## src/arx_pkg.sv

```systemverilog
package arx_pkg;

  // ----------------------------------------------------------------
  // Register map (byte addresses)
  // ----------------------------------------------------------------
  localparam logic [7:0] ADDR_CTRL      = 8'h00;
  localparam logic [7:0] ADDR_BAUD      = 8'h04;
  localparam logic [7:0] ADDR_STATUS    = 8'h08;
  localparam logic [7:0] ADDR_DATA      = 8'h0C;
  localparam logic [7:0] ADDR_IRQ_STAT  = 8'h10;
  localparam logic [7:0] ADDR_IRQ_MASK  = 8'h14;

  // ----------------------------------------------------------------
  // Control register fields
  // ----------------------------------------------------------------
  localparam int CTRL_RX_ON_BIT     = 0;
  localparam int CTRL_SYNC_BIT      = 1;
  localparam int CTRL_PORT_ON_BIT   = 2;
  localparam int CTRL_NINE_BIT      = 3;
  localparam int CTRL_RXIE_BIT      = 4;
  localparam int CTRL_PERIPH_IE_BIT = 5;
  localparam int CTRL_GLOBAL_IE_BIT = 6;
  localparam int CTRL_WIDTH      = 7;

  // ----------------------------------------------------------------
  // Status and interrupt fields
  // ----------------------------------------------------------------
  localparam int STAT_PEND_BIT   = 0;
  localparam int STAT_OVR_BIT    = 1;
  localparam int STAT_BUSY_BIT   = 2;
  localparam int STAT_FERR_BIT   = 3;
  localparam int STAT_CNT_LSB    = 4;
  localparam int EV_CHAR_BIT     = 0;
  localparam int EV_FERR_BIT     = 1;
  localparam int EV_OVR_BIT      = 2;
  localparam int EV_WIDTH        = 3;

  // ----------------------------------------------------------------
  // Reset values and timing
  // ----------------------------------------------------------------
  localparam logic [6:0]  CTRL_RST       = 7'h00;
  localparam logic [15:0] BAUD_DIV_RST   = 16'h0035;
  localparam logic [2:0]  IRQ_MASK_RST   = 3'h0;
  localparam int          OVERSAMPLE     = 16;
  localparam logic [3:0]  HALF_BIT_LAST  = 4'(OVERSAMPLE / 2 - 1);
  localparam logic [3:0]  BIT_LAST       = 4'(OVERSAMPLE - 1);
  localparam logic [3:0]  VOTE_A         = 4'(OVERSAMPLE - 3);
  localparam logic [3:0]  VOTE_B         = 4'(OVERSAMPLE - 2);
  localparam logic [3:0]  LAST_IDX_8     = 4'h7;
  localparam logic [3:0]  LAST_IDX_9     = 4'h8;
  localparam int          CHAR_W         = 10;
  localparam int          FIFO_DEPTH     = 2;

  typedef enum logic [3:0] {
    ST_IDLE  = 4'b0001,
    ST_START = 4'b0010,
    ST_DATA  = 4'b0100,
    ST_STOP  = 4'b1000
  } arx_state_t;

endpackage

```

## src/arx_receiver.sv

```systemverilog
// Summary of operation
// Idle falling edge on line starts character
// Remote sends start bit as low
// Half bit later, confirm line still low
// High at mid-start: abandon silently, rewatch edge
// Full bit steps, majority vote per bit
// Shift voted bits until all data collected
// Stop bit low sets framing error
// Completed character queued, pending flag set
// Data read returns oldest, removes it
// After overrun, no reception until cleared
// Pending while enabled and queue nonempty
// Pending flag read-only to software
// Data interrupt needs all three enables
// Pending flag ignores interrupt enables
// Sixteen-times oversampling, shift once per bit
// Queue holds two complete characters
// Eight/nine bits, LSB first, start/stop framing
// Receive only when enabled, async, port on
// Full queue on completion: overrun, discard
`timescale 1ns/1ps
`default_nettype none

module arx_receiver
  import arx_pkg::*;
(
  input  wire logic        pclk,
  input  wire logic        presetn,
  input  wire logic        psel,
  input  wire logic        penable,
  input  wire logic        pwrite,
  input  wire logic [7:0]  paddr,
  input  wire logic [31:0] pwdata,
  output var  logic [31:0] prdata,
  output var  logic        pready,
  output var  logic        pslverr,
  input  wire logic        rx_line,
  output var  logic        rx_pending_flag,
  output var  logic        rx_irq,
  output var  logic        irq
);

  typedef struct packed {
    logic [CTRL_WIDTH-1:0] ctrl;
    logic [15:0]           baud_div;
    logic [EV_WIDTH-1:0]   irq_stat;
    logic [EV_WIDTH-1:0]   irq_mask;
    logic                  overrun;
    logic                  sync1;
    logic                  sync2;
    logic                  line_prev;
    logic [15:0]           baud_cnt;
    logic [3:0]            phase;
    logic [3:0]            bit_cnt;
    logic [8:0]            rx_shift_reg;
    logic [1:0]            votes;
    arx_state_t            state;
    logic                  pready;
    logic [31:0]           prdata;
    logic                  pslverr;
    logic                  rx_pending_flag;
    logic                  rx_irq;
    logic                  irq;
  } arx_regs_t;

  arx_regs_t r;
  arx_regs_t next_r;

  logic              push;
  logic [CHAR_W-1:0] push_data;
  logic              pop;
  logic              fifo_full;
  logic              fifo_empty;
  logic [1:0]        fifo_count;
  logic [CHAR_W-1:0] head_data;

  // ----------------------------------------------------------------
  // Receive queue
  // ----------------------------------------------------------------
  arx_fifo arx_fifo_i (
    .pclk      (pclk),
    .presetn   (presetn),
    .push      (push),
    .push_data (push_data),
    .pop       (pop),
    .full      (fifo_full),
    .empty     (fifo_empty),
    .count     (fifo_count),
    .head_data (head_data)
  );

  // ----------------------------------------------------------------
  // Next-state logic
  // ----------------------------------------------------------------
  always_comb begin
    logic                rx_en;
    logic                tick;
    logic                vote;
    logic                setup;
    logic                done;
    logic                hit;
    logic [31:0]         rdata;
    logic [3:0]          last_idx;
    logic [8:0]          data9;
    logic [EV_WIDTH-1:0] ev;
    logic [EV_WIDTH-1:0] clr;
    logic                ovr_clr;
    rx_en     = 1'b0;
    tick      = 1'b0;
    vote      = 1'b0;
    setup     = 1'b0;
    done      = 1'b0;
    hit       = 1'b0;
    rdata     = '0;
    last_idx  = LAST_IDX_8;
    data9     = '0;
    ev        = '0;
    clr       = '0;
    ovr_clr   = 1'b0;
    next_r    = r;
    push      = 1'b0;
    push_data = '0;
    pop       = 1'b0;

    rx_en = r.ctrl[CTRL_RX_ON_BIT] & ~r.ctrl[CTRL_SYNC_BIT] & r.ctrl[CTRL_PORT_ON_BIT];
    last_idx = r.ctrl[CTRL_NINE_BIT] ? LAST_IDX_9 : LAST_IDX_8;

    // --------------------------------------------------------------
    // Line synchroniser and oversampling tick
    // --------------------------------------------------------------
    next_r.sync1     = rx_line;
    next_r.sync2     = r.sync1;
    next_r.line_prev = r.sync2;
    if (r.baud_cnt == r.baud_div) begin
      next_r.baud_cnt = '0;
      tick            = 1'b1;
    end else begin
      next_r.baud_cnt = r.baud_cnt + 16'h0001;
    end
    // Third sample is the live line at the bit centre
    vote = (r.votes[0] & r.votes[1]) | (r.votes[0] & r.sync2) | (r.votes[1] & r.sync2);

    // --------------------------------------------------------------
    // Character recovery
    // --------------------------------------------------------------
    case (r.state)
      ST_IDLE: begin
        // Needs a high-to-low step, so a line stuck low never retriggers
        if (rx_en && !r.overrun && r.line_prev && !r.sync2) begin
          next_r.state    = ST_START;
          next_r.baud_cnt = '0;
          next_r.phase    = '0;
        end
      end
      ST_START: begin
        if (tick) begin
          next_r.phase = r.phase + 4'h1;
          if (r.phase == HALF_BIT_LAST) begin
            next_r.phase = '0;
            if (r.sync2) begin
              next_r.state = ST_IDLE;
            end else begin
              next_r.state   = ST_DATA;
              next_r.bit_cnt = '0;
            end
          end
        end
      end
      ST_DATA: begin
        if (tick) begin
          next_r.phase = r.phase + 4'h1;
          if (r.phase == VOTE_A) begin
            next_r.votes[0] = r.sync2;
          end
          if (r.phase == VOTE_B) begin
            next_r.votes[1] = r.sync2;
          end
          if (r.phase == BIT_LAST) begin
            next_r.rx_shift_reg = {vote, r.rx_shift_reg[8:1]};
            next_r.bit_cnt      = r.bit_cnt + 4'h1;
            if (r.bit_cnt == last_idx) begin
              next_r.state = ST_STOP;
            end
          end
        end
      end
      ST_STOP: begin
        if (tick) begin
          next_r.phase = r.phase + 4'h1;
          if (r.phase == VOTE_A) begin
            next_r.votes[0] = r.sync2;
          end
          if (r.phase == VOTE_B) begin
            next_r.votes[1] = r.sync2;
          end
          if (r.phase == BIT_LAST) begin
            next_r.state = ST_IDLE;
            data9 = r.ctrl[CTRL_NINE_BIT] ? r.rx_shift_reg : {1'b0, r.rx_shift_reg[8:1]};
            if (fifo_full) begin
              ev[EV_OVR_BIT] = 1'b1;
            end else begin
              push      = 1'b1;
              push_data = {~vote, data9};
              ev[EV_CHAR_BIT] = 1'b1;
              ev[EV_FERR_BIT] = ~vote;
            end
          end
        end
      end
      default: begin
        next_r.state = ST_IDLE;
      end
    endcase
    // Dropping the enable kills a half-received character
    if (!rx_en) begin
      next_r.state = ST_IDLE;
    end

    // --------------------------------------------------------------
    // APB slave: one wait state, answer registered
    // --------------------------------------------------------------
    setup = psel & penable & ~r.pready;
    done  = psel & penable & r.pready;
    hit   = 1'b1;
    case (paddr)
      ADDR_CTRL: rdata = 32'(r.ctrl);
      ADDR_BAUD: rdata = 32'(r.baud_div);
      ADDR_STATUS: begin
        rdata[STAT_PEND_BIT] = rx_en & ~fifo_empty;
        rdata[STAT_OVR_BIT]  = r.overrun;
        rdata[STAT_BUSY_BIT] = (r.state != ST_IDLE);
        rdata[STAT_FERR_BIT] = head_data[CHAR_W-1];
        rdata[STAT_CNT_LSB +: 2] = fifo_count;
      end
      ADDR_DATA:     rdata = 32'(head_data);
      ADDR_IRQ_STAT: rdata = 32'(r.irq_stat);
      ADDR_IRQ_MASK: rdata = 32'(r.irq_mask);
      default: begin
        hit   = 1'b0;
        rdata = '0;
      end
    endcase
    next_r.pready  = setup;
    next_r.prdata  = (setup && !pwrite) ? rdata : 32'h0000_0000;
    next_r.pslverr = setup & ~hit;

    if (done && pwrite) begin
      case (paddr)
        ADDR_CTRL:     next_r.ctrl     = pwdata[CTRL_WIDTH-1:0];
        ADDR_BAUD:     next_r.baud_div = pwdata[15:0];
        ADDR_IRQ_MASK: next_r.irq_mask = pwdata[EV_WIDTH-1:0];
        ADDR_IRQ_STAT: clr             = pwdata[EV_WIDTH-1:0];
        // Only the overrun bit is writable here; pending stays hardware-owned
        ADDR_STATUS:   ovr_clr         = pwdata[STAT_OVR_BIT];
        default: begin
          clr = '0;
        end
      endcase
    end
    if (done && !pwrite && paddr == ADDR_DATA) begin
      pop = ~fifo_empty;
    end

    // --------------------------------------------------------------
    // Sticky flags: a new event beats a same-cycle clear
    // --------------------------------------------------------------
    next_r.overrun  = (r.overrun & ~ovr_clr) | ev[EV_OVR_BIT];
    next_r.irq_stat = (r.irq_stat & ~clr) | ev;
    next_r.irq      = |(next_r.irq_stat & next_r.irq_mask);
    next_r.rx_pending_flag = rx_en & ~fifo_empty;
    next_r.rx_irq = next_r.rx_pending_flag & r.ctrl[CTRL_RXIE_BIT]
                  & r.ctrl[CTRL_PERIPH_IE_BIT] & r.ctrl[CTRL_GLOBAL_IE_BIT];
  end

  // ----------------------------------------------------------------
  // State register
  // ----------------------------------------------------------------
  always_ff @(posedge pclk or negedge presetn) begin
    if (!presetn) begin
      r           <= '0;
      r.ctrl      <= CTRL_RST;
      r.baud_div  <= BAUD_DIV_RST;
      r.irq_mask  <= IRQ_MASK_RST;
      r.sync1     <= 1'b1;
      r.sync2     <= 1'b1;
      r.line_prev <= 1'b1;
      r.state     <= ST_IDLE;
    end else begin
      r <= next_r;
    end
  end

  assign prdata          = r.prdata;
  assign pready          = r.pready;
  assign pslverr         = r.pslverr;
  assign rx_pending_flag = r.rx_pending_flag;
  assign rx_irq          = r.rx_irq;
  assign irq             = r.irq;

endmodule

`default_nettype wire

```

## src/arx_fifo.sv

```systemverilog
`timescale 1ns/1ps
`default_nettype none

module arx_fifo
  import arx_pkg::*;
(
  input  wire logic              pclk,
  input  wire logic              presetn,
  input  wire logic              push,
  input  wire logic [CHAR_W-1:0] push_data,
  input  wire logic              pop,
  output var  logic              full,
  output var  logic              empty,
  output var  logic [1:0]        count,
  output var  logic [CHAR_W-1:0] head_data
);

  typedef struct packed {
    logic [FIFO_DEPTH-1:0][CHAR_W-1:0] mem;
    logic                              wr_ptr;
    logic                              rd_ptr;
    logic [1:0]                        count;
    logic [CHAR_W-1:0]                 head;
  } arx_fifo_t;

  arx_fifo_t r;
  arx_fifo_t next_r;

  // ----------------------------------------------------------------
  // Two-entry queue, head word kept in a register
  // ----------------------------------------------------------------
  always_comb begin
    next_r = r;
    if (pop && r.count != 2'd0) begin
      next_r.rd_ptr = ~r.rd_ptr;
    end
    if (push && r.count != 2'(FIFO_DEPTH)) begin
      next_r.mem[r.wr_ptr] = push_data;
      next_r.wr_ptr        = ~r.wr_ptr;
    end
    next_r.count = r.count
                 + 2'(push && r.count != 2'(FIFO_DEPTH))
                 - 2'(pop && r.count != 2'd0);
    // Head registered so the bus sees a flop, not a read mux
    next_r.head = (next_r.count == 2'd0) ? '0 : next_r.mem[next_r.rd_ptr];
  end

  always_ff @(posedge pclk or negedge presetn) begin
    if (!presetn) begin
      r <= '0;
    end else begin
      r <= next_r;
    end
  end

  assign full      = (r.count == 2'(FIFO_DEPTH));
  assign empty     = (r.count == 2'd0);
  assign count     = r.count;
  assign head_data = r.head;

endmodule

`default_nettype wire

```

## config.mk

```make
export PLATFORM = sky130hd
export DESIGN_NAME = arx_receiver
export DESIGN_NICKNAME = d
export VERILOG_FILES = /design/src/arx_pkg.sv /design/src/arx_receiver.sv /design/src/arx_fifo.sv
export SDC_FILE = /design/constraint.sdc
export NUM_CORES = 1
export LEC_CHECK = 0
export BUFFER_PORTS_ARGS = -buffer_cell sky130_fd_sc_hd__buf_2
export CORE_MARGIN = 5
export CORE_UTILIZATION = 29
export CTS_CLUSTER_SIZE = 14
export DETAILED_ROUTE_END_ITERATION = 6
export HOLD_SLACK_MARGIN = 0.02
export MAX_ROUTING_LAYER = met4
export PLACE_DENSITY = 0.53
export SYNTH_ARGS = -nofsm -noshare
export SYNTH_HDL_FRONTEND = slang
export SYNTH_SLANG_ARGS = --single-unit
```

## constraint.sdc

```tcl
create_clock -name pclk -period 5 [get_ports pclk]
set_clock_uncertainty 0.05 [all_clocks]
set_input_delay 0.25 -clock pclk [delete_from_list [all_inputs] [get_ports pclk]]
set_output_delay 0.25 -clock pclk [all_outputs]
set_load 0.01 [all_outputs]
```

# Word-level counts from Yosys, hierarchy flattened
# Cells that the tools add are included.
# word_totals
input_bits,46
word_cells,184
out_inout_bits,37
register_bits,143
# classes
eq_ne,33
muxes,59
reduce_logical,29
addsub,5
n_lt_le_gt_ge,3
bitwise_logic,29
# op_table
cell,n
two-way mux 10 bit,8
two-way mux 4 bit,10
case mux 6 bit (6 select lines),1
two-way mux 16 bit,2
two-way mux 32 bit,1
case mux 4 bit (4 select lines),2
case mux 10 bit (3 select lines),1
two-way mux 3 bit,8
!= test 3 bit (second input constant),8
two-way mux 23 bit,1
two-way mux 21 bit,1
bitwise mux 20 bit,1
two-way mux 20 bit,1
adder 16 x 1 -> 16 bit (second input constant),1
equality test 16 bit,1
equality test 4 bit (second input constant),4
equality test 8 x 4 -> 1 bit (second input constant),2
equality test 8 x 5 -> 1 bit (second input constant),2
two-way mux 8 bit,2
!= test 2 bit (second input constant),8
bitwise AND 1 bit,14
two-way mux 1 bit,13
two-way mux 13 bit,1
demux 10 bit (select 1 bit),1
35 further kinds,64

# Longest topological paths before layout
# logic_depth
word_depth,13
ltp_mapped,8

# By module
# A second synthesis with hierarchy kept.
# unflattened
hier_cells,580
hier_area_um2,6354.8
# modules_own_cells
mod,seq_area_each_um2,cells_each,area_per_inst_um2,instances
arx_receiver,2337.2,449,4810.9,1
arx_fifo,850.8,131,1544.0,1

# Least setup slack after synthesis
# Ideal clock, no wire load.
# synth_path
path_kind,input to register
start,input paddr[4]
end,"register arx_fifo_i.r, in the netlist arx_fifo_i.head_data[0]"
arrival_time_ns,2.253
stages,5
setup_slack_ns,2.528
path_buffers,0
cell_sequence,or4b_4 -> nor4_4 -> ha_1 -> o31ai_1 -> a211oi_1
# synth_lines
element,line,source
start: declaration,arx_receiver.sv:32,"input wire logic [7:0] paddr,"
end signal: assignment,arx_fifo.sv:52,r <= next_r;
end: declaration,arx_fifo.sv:26,arx_fifo_t r;

==> summary.txt <==
Floorplanning
  • Die width: between 150 and 200 um
  • Die area: 24820 um^2
  • Top Ports: 83
  • Rows: 54
  • Die height: 157.5 um
  • Core Box Area: 21620 um^2
  • Initial Util: 0.2920

Timing
  • Period utilization: 0.6146
  • Total Neg Setup Slack: 0 ns
  • Measured slew at the worst slew-check pin: 0.9106 ns
  • Final setup vio count: 0
  • Final Hold Vio Count: 0
  • Normalized max-slew margin: 0.3929
  • Peak Freq: 325.4 MHz
  • Max-slew violation count: 0
  • RSZ-0062 raised after global routing: no
  • Min Tclk post-route: 3.073 ns

Critical path
  • CP Launch Type: flop
  • Critical path class: reg2reg
  • Worst R2R End: arx_fifo_i.head_data[8]
  • Register-to-register setup slack: 1.93 ns
  • Crit end category: flop
  • Reg2reg path depth: 7
  • Reg2reg start: r[63]
  • CP arrival: 3.35 ns
  • Critical path peak fanout: 15
  • Required time worst endpoint: 5.28 ns

Global routing
  • First-pass GRT wire length: 23890 um
  • GRT overflow: 0
  • Number of global-route vias before repair: 4383
  • Gr usage total: 0.1278
  • Initial antenna violation count: 0
  • Largest net degree at the start of global routing: 73

Clock network
  • Total CTS buffers: 17
  • CTS Sinks: about 130
  • CTS root buffer: clkbuf_16
  • Clock transition at path regs: 0.06 ns
  • TritonCTS clock tree: done
  • Skew-Pair Late Insertion Delay: 0.42 ns
  • # Post-CTS Setup Buffers: 0
  • Clk buf depth: 2
  • H-tree lvl count: 4

Yosys
  • Top cell type's share of synthesized area: 0.4718
  • Mapped cell area: 6312 um^2
  • Register bit total from synthesis: 127
  • Ys Warns: 0
  • Synth Area in XOR/XNOR: 0.04975
  • Simple-gate share of the synthesized area: 0.1594
  • Top post-synthesis cells by area: dfrtp_1 47%, mux2_2 8.2%, buf_4 4.0%
  • Cells after Synth: 593
  • Compound-Gate Fraction of Synth Area: 0.09970
  • Post-synthesis mux area share: 0.1118
  • Number of synthesized flops with an enable pin: 0
  • Register area share after synthesis: 0.5051
  • Synthesized-area fraction occupied by adder cells: 0.01348
  • Avg Cell Area, Syn: 10.64 um^2
  • Leading area contributor after synthesis: dfrtp_1
  • Synth async-reset ratio: 1.000
  • Primary FF master, synth: dfrtp_1
  • Synth unique cells: 54
  • Largest family of logic cells by synthesized area: simple AND/OR/NAND/NOR gates

Pwr
  • Comb power frac: 0.079
  • Switch share: 0.2418
  • Cell Pwr Density: 344.1 nW/um^2
  • P_leak: 3.517 nW
  • Clk network pwr share: 0.504
  • Sequential power share: 0.417
  • Int Power: 1.936 mW
  • Worst VDD drop: 0.1900 mV
  • Psw: 0.6171 mW
  • Pwr Total: between 2 and 3 mW

Finish
  • P&R area growth vs syn: 17.54%
  • Nets@finish: 695
  • # diodes: 0
  • Design Area, Final: 7420 um^2
  • Share of layout cells above drive strength 1: 0.2287

Route
  • Post-Route WL: 14740 um
  • DRT antenna net count: 0
  • Vias/cell: between 4 and 5
  • Routed length per instance: between 15 and 20 um
  • DRT iter0 DRCs: 228
  • DR vias: 4402
  • Residual DRC count: 0
  • DRT Pass-1 Iters: 4

Placement
  • Final HPWL DP: 10450 um
  • Number of port buffers: 50
  • Placed Area: 6700 um^2
  • Placer Congestion: 0.8080

Hold path
  • Min-Delay Endpoint: r[90]
  • Hold crit path type: in2reg
  • WHS Path Cells: 2
  • Hold path start: pwdata[4]

Status
  • Outcome: completed

Flow run
  • Maxcap violations: 0
==> logic make-up (layout without fill, tap and decap cells) <==
kind of cell | after synthesis | in the layout
flip-flops | 127 | 127
other | 1 | 16
adder cells (fa/ha/maj) | 7 | 7
multiplexers | 61 | 61
XOR/XNOR | 35 | 35
buffers and inverters | 66 | 114
AND/OR/NAND/NOR | 195 | 195
AO/OA/AOI/OAI | 101 | 101
==> worst max-delay path, stage by stage, from the launching register on <==
cell and delay (ns):
dfrtp_1 0.45, xor2_1 0.17, nor4_1 0.48, nand4_1 0.17
buf_4 0.23, or4_1 0.79, or3_1 0.46, a31oi_1 0.18
==> cell type report <==
class,instances,area [um^2]
Clock inverter,9,131.4
Tap cell,280,350.3
Timing Repair Buffer,67,405.4
Inverter,15,56.30
Fill cell,2209,14200
Sequential cell,127,3188
Multi-Input combinational cell,415,2800
Clock buffer,23,488.0
==> registers in the layout (all words and copies together) (netlist names), 2 cells and up <==
signal	count
r	70
arx_fifo_i.r	22
prdata	16
arx_fifo_i.head_data	10
arx_fifo_i.count	2
next_r	2
==> stage by stage <==
step,setup WS (ns),util,hold slack [ns],cells
floorplan,2.528,-,-0.09559,608
global placement,1.723,0.3099,0.2961,894
detailed placement,1.749,0.3099,0.2987,894
CTS,1.949,0.3432,0.02215,936
global route,1.786,0.3432,0.02493,936
finish,1.927,0.3432,0.02862,936
==> power by group through the flow <==
stage | clock network (mW) | logic (mW) | registers, mW
finish | 1.29 | 0.201 | 1.06
global placement | 0 | 0.198 | 1.08
detailed placement | 0 | 0.198 | 1.08
global route | 1.37 | 0.228 | 1.07
CTS | 1.32 | 0.204 | 1.06
floorplan | 0 | 0.122 | 1.08
==> cell usage after synthesis, types with 5 or more instances <==
library cell and instances:
a211oi_1 9, a21oi_1 9, a22oi_1 12, and2_1 8, and3_1 9, buf_4 34
clkbuf_1 11, dfrtp_1 119, dfstp_2 8, ha_1 6, inv_1 15, mux2_2 46
mux2i_1 12, nand2_1 65, nand2b_1 5, nand3_1 21, nand3b_1 5, nand4_1 6
nor2_1 35, nor3_1 9, nor4_1 6, o21ai_0 39, o22ai_1 11, or3_1 6
xnor2_1 7, xor2_1 27
==> worst max-delay path by stage <==
stage                                         end  startpoint  depth (start not counted)
after floorplan           arx_fifo_i.head_data[0]    paddr[4]                          5
after global placement    arx_fifo_i.head_data[5]    paddr[3]                          8
after detailed placement  arx_fifo_i.head_data[5]    paddr[3]                          8
after CTS                 arx_fifo_i.head_data[8]       r[63]                          7
after global routing      arx_fifo_i.head_data[8]       r[91]                          7
final                     arx_fifo_i.head_data[8]       r[63]                          7
==> layout by cell type (no fill, tap or decap), drive strengths merged, types with 10 or more instances in the layout <==
| cell type | instances |
|---|---|
| dfrtp | 119 |
| nor2 | 35 |
| a22oi | 12 |
| mux2i | 12 |
| buf | 57 |
| clkbuf | 23 |
| xor2 | 28 |
| conb | 16 |
| o22ai | 11 |
| inv | 15 |
| o21ai | 39 |
| nand3 | 21 |
| mux2 | 46 |
| nand2 | 65 |
| dlygate4sd3 | 10 |
| nor3 | 10 |
==> what timing repair did <==
item | 4_1_cts | 5_1_grt
gates resized for setup | 0 | 0
endpoints found under the hold margin | 61 | 0
hold buffers | 10 | 0
==> layer usage <==
metal | vias to the layer above | part of all wire | wire length [um] | GRT usage
met4 | 0 | 0.011 | 169 | 0.02909
met1 | 2160 | 0.47 | 6984 | 0.1665
met2 | 76 | 0.48 | 7002 | 0.1978
met3 | 17 | 0.039 | 580 | 0.03767
li1 | 2149 | - | - | -
met5 | - | 0 | 0 | -
Note: power is estimated with default switching activity, not from simulation.
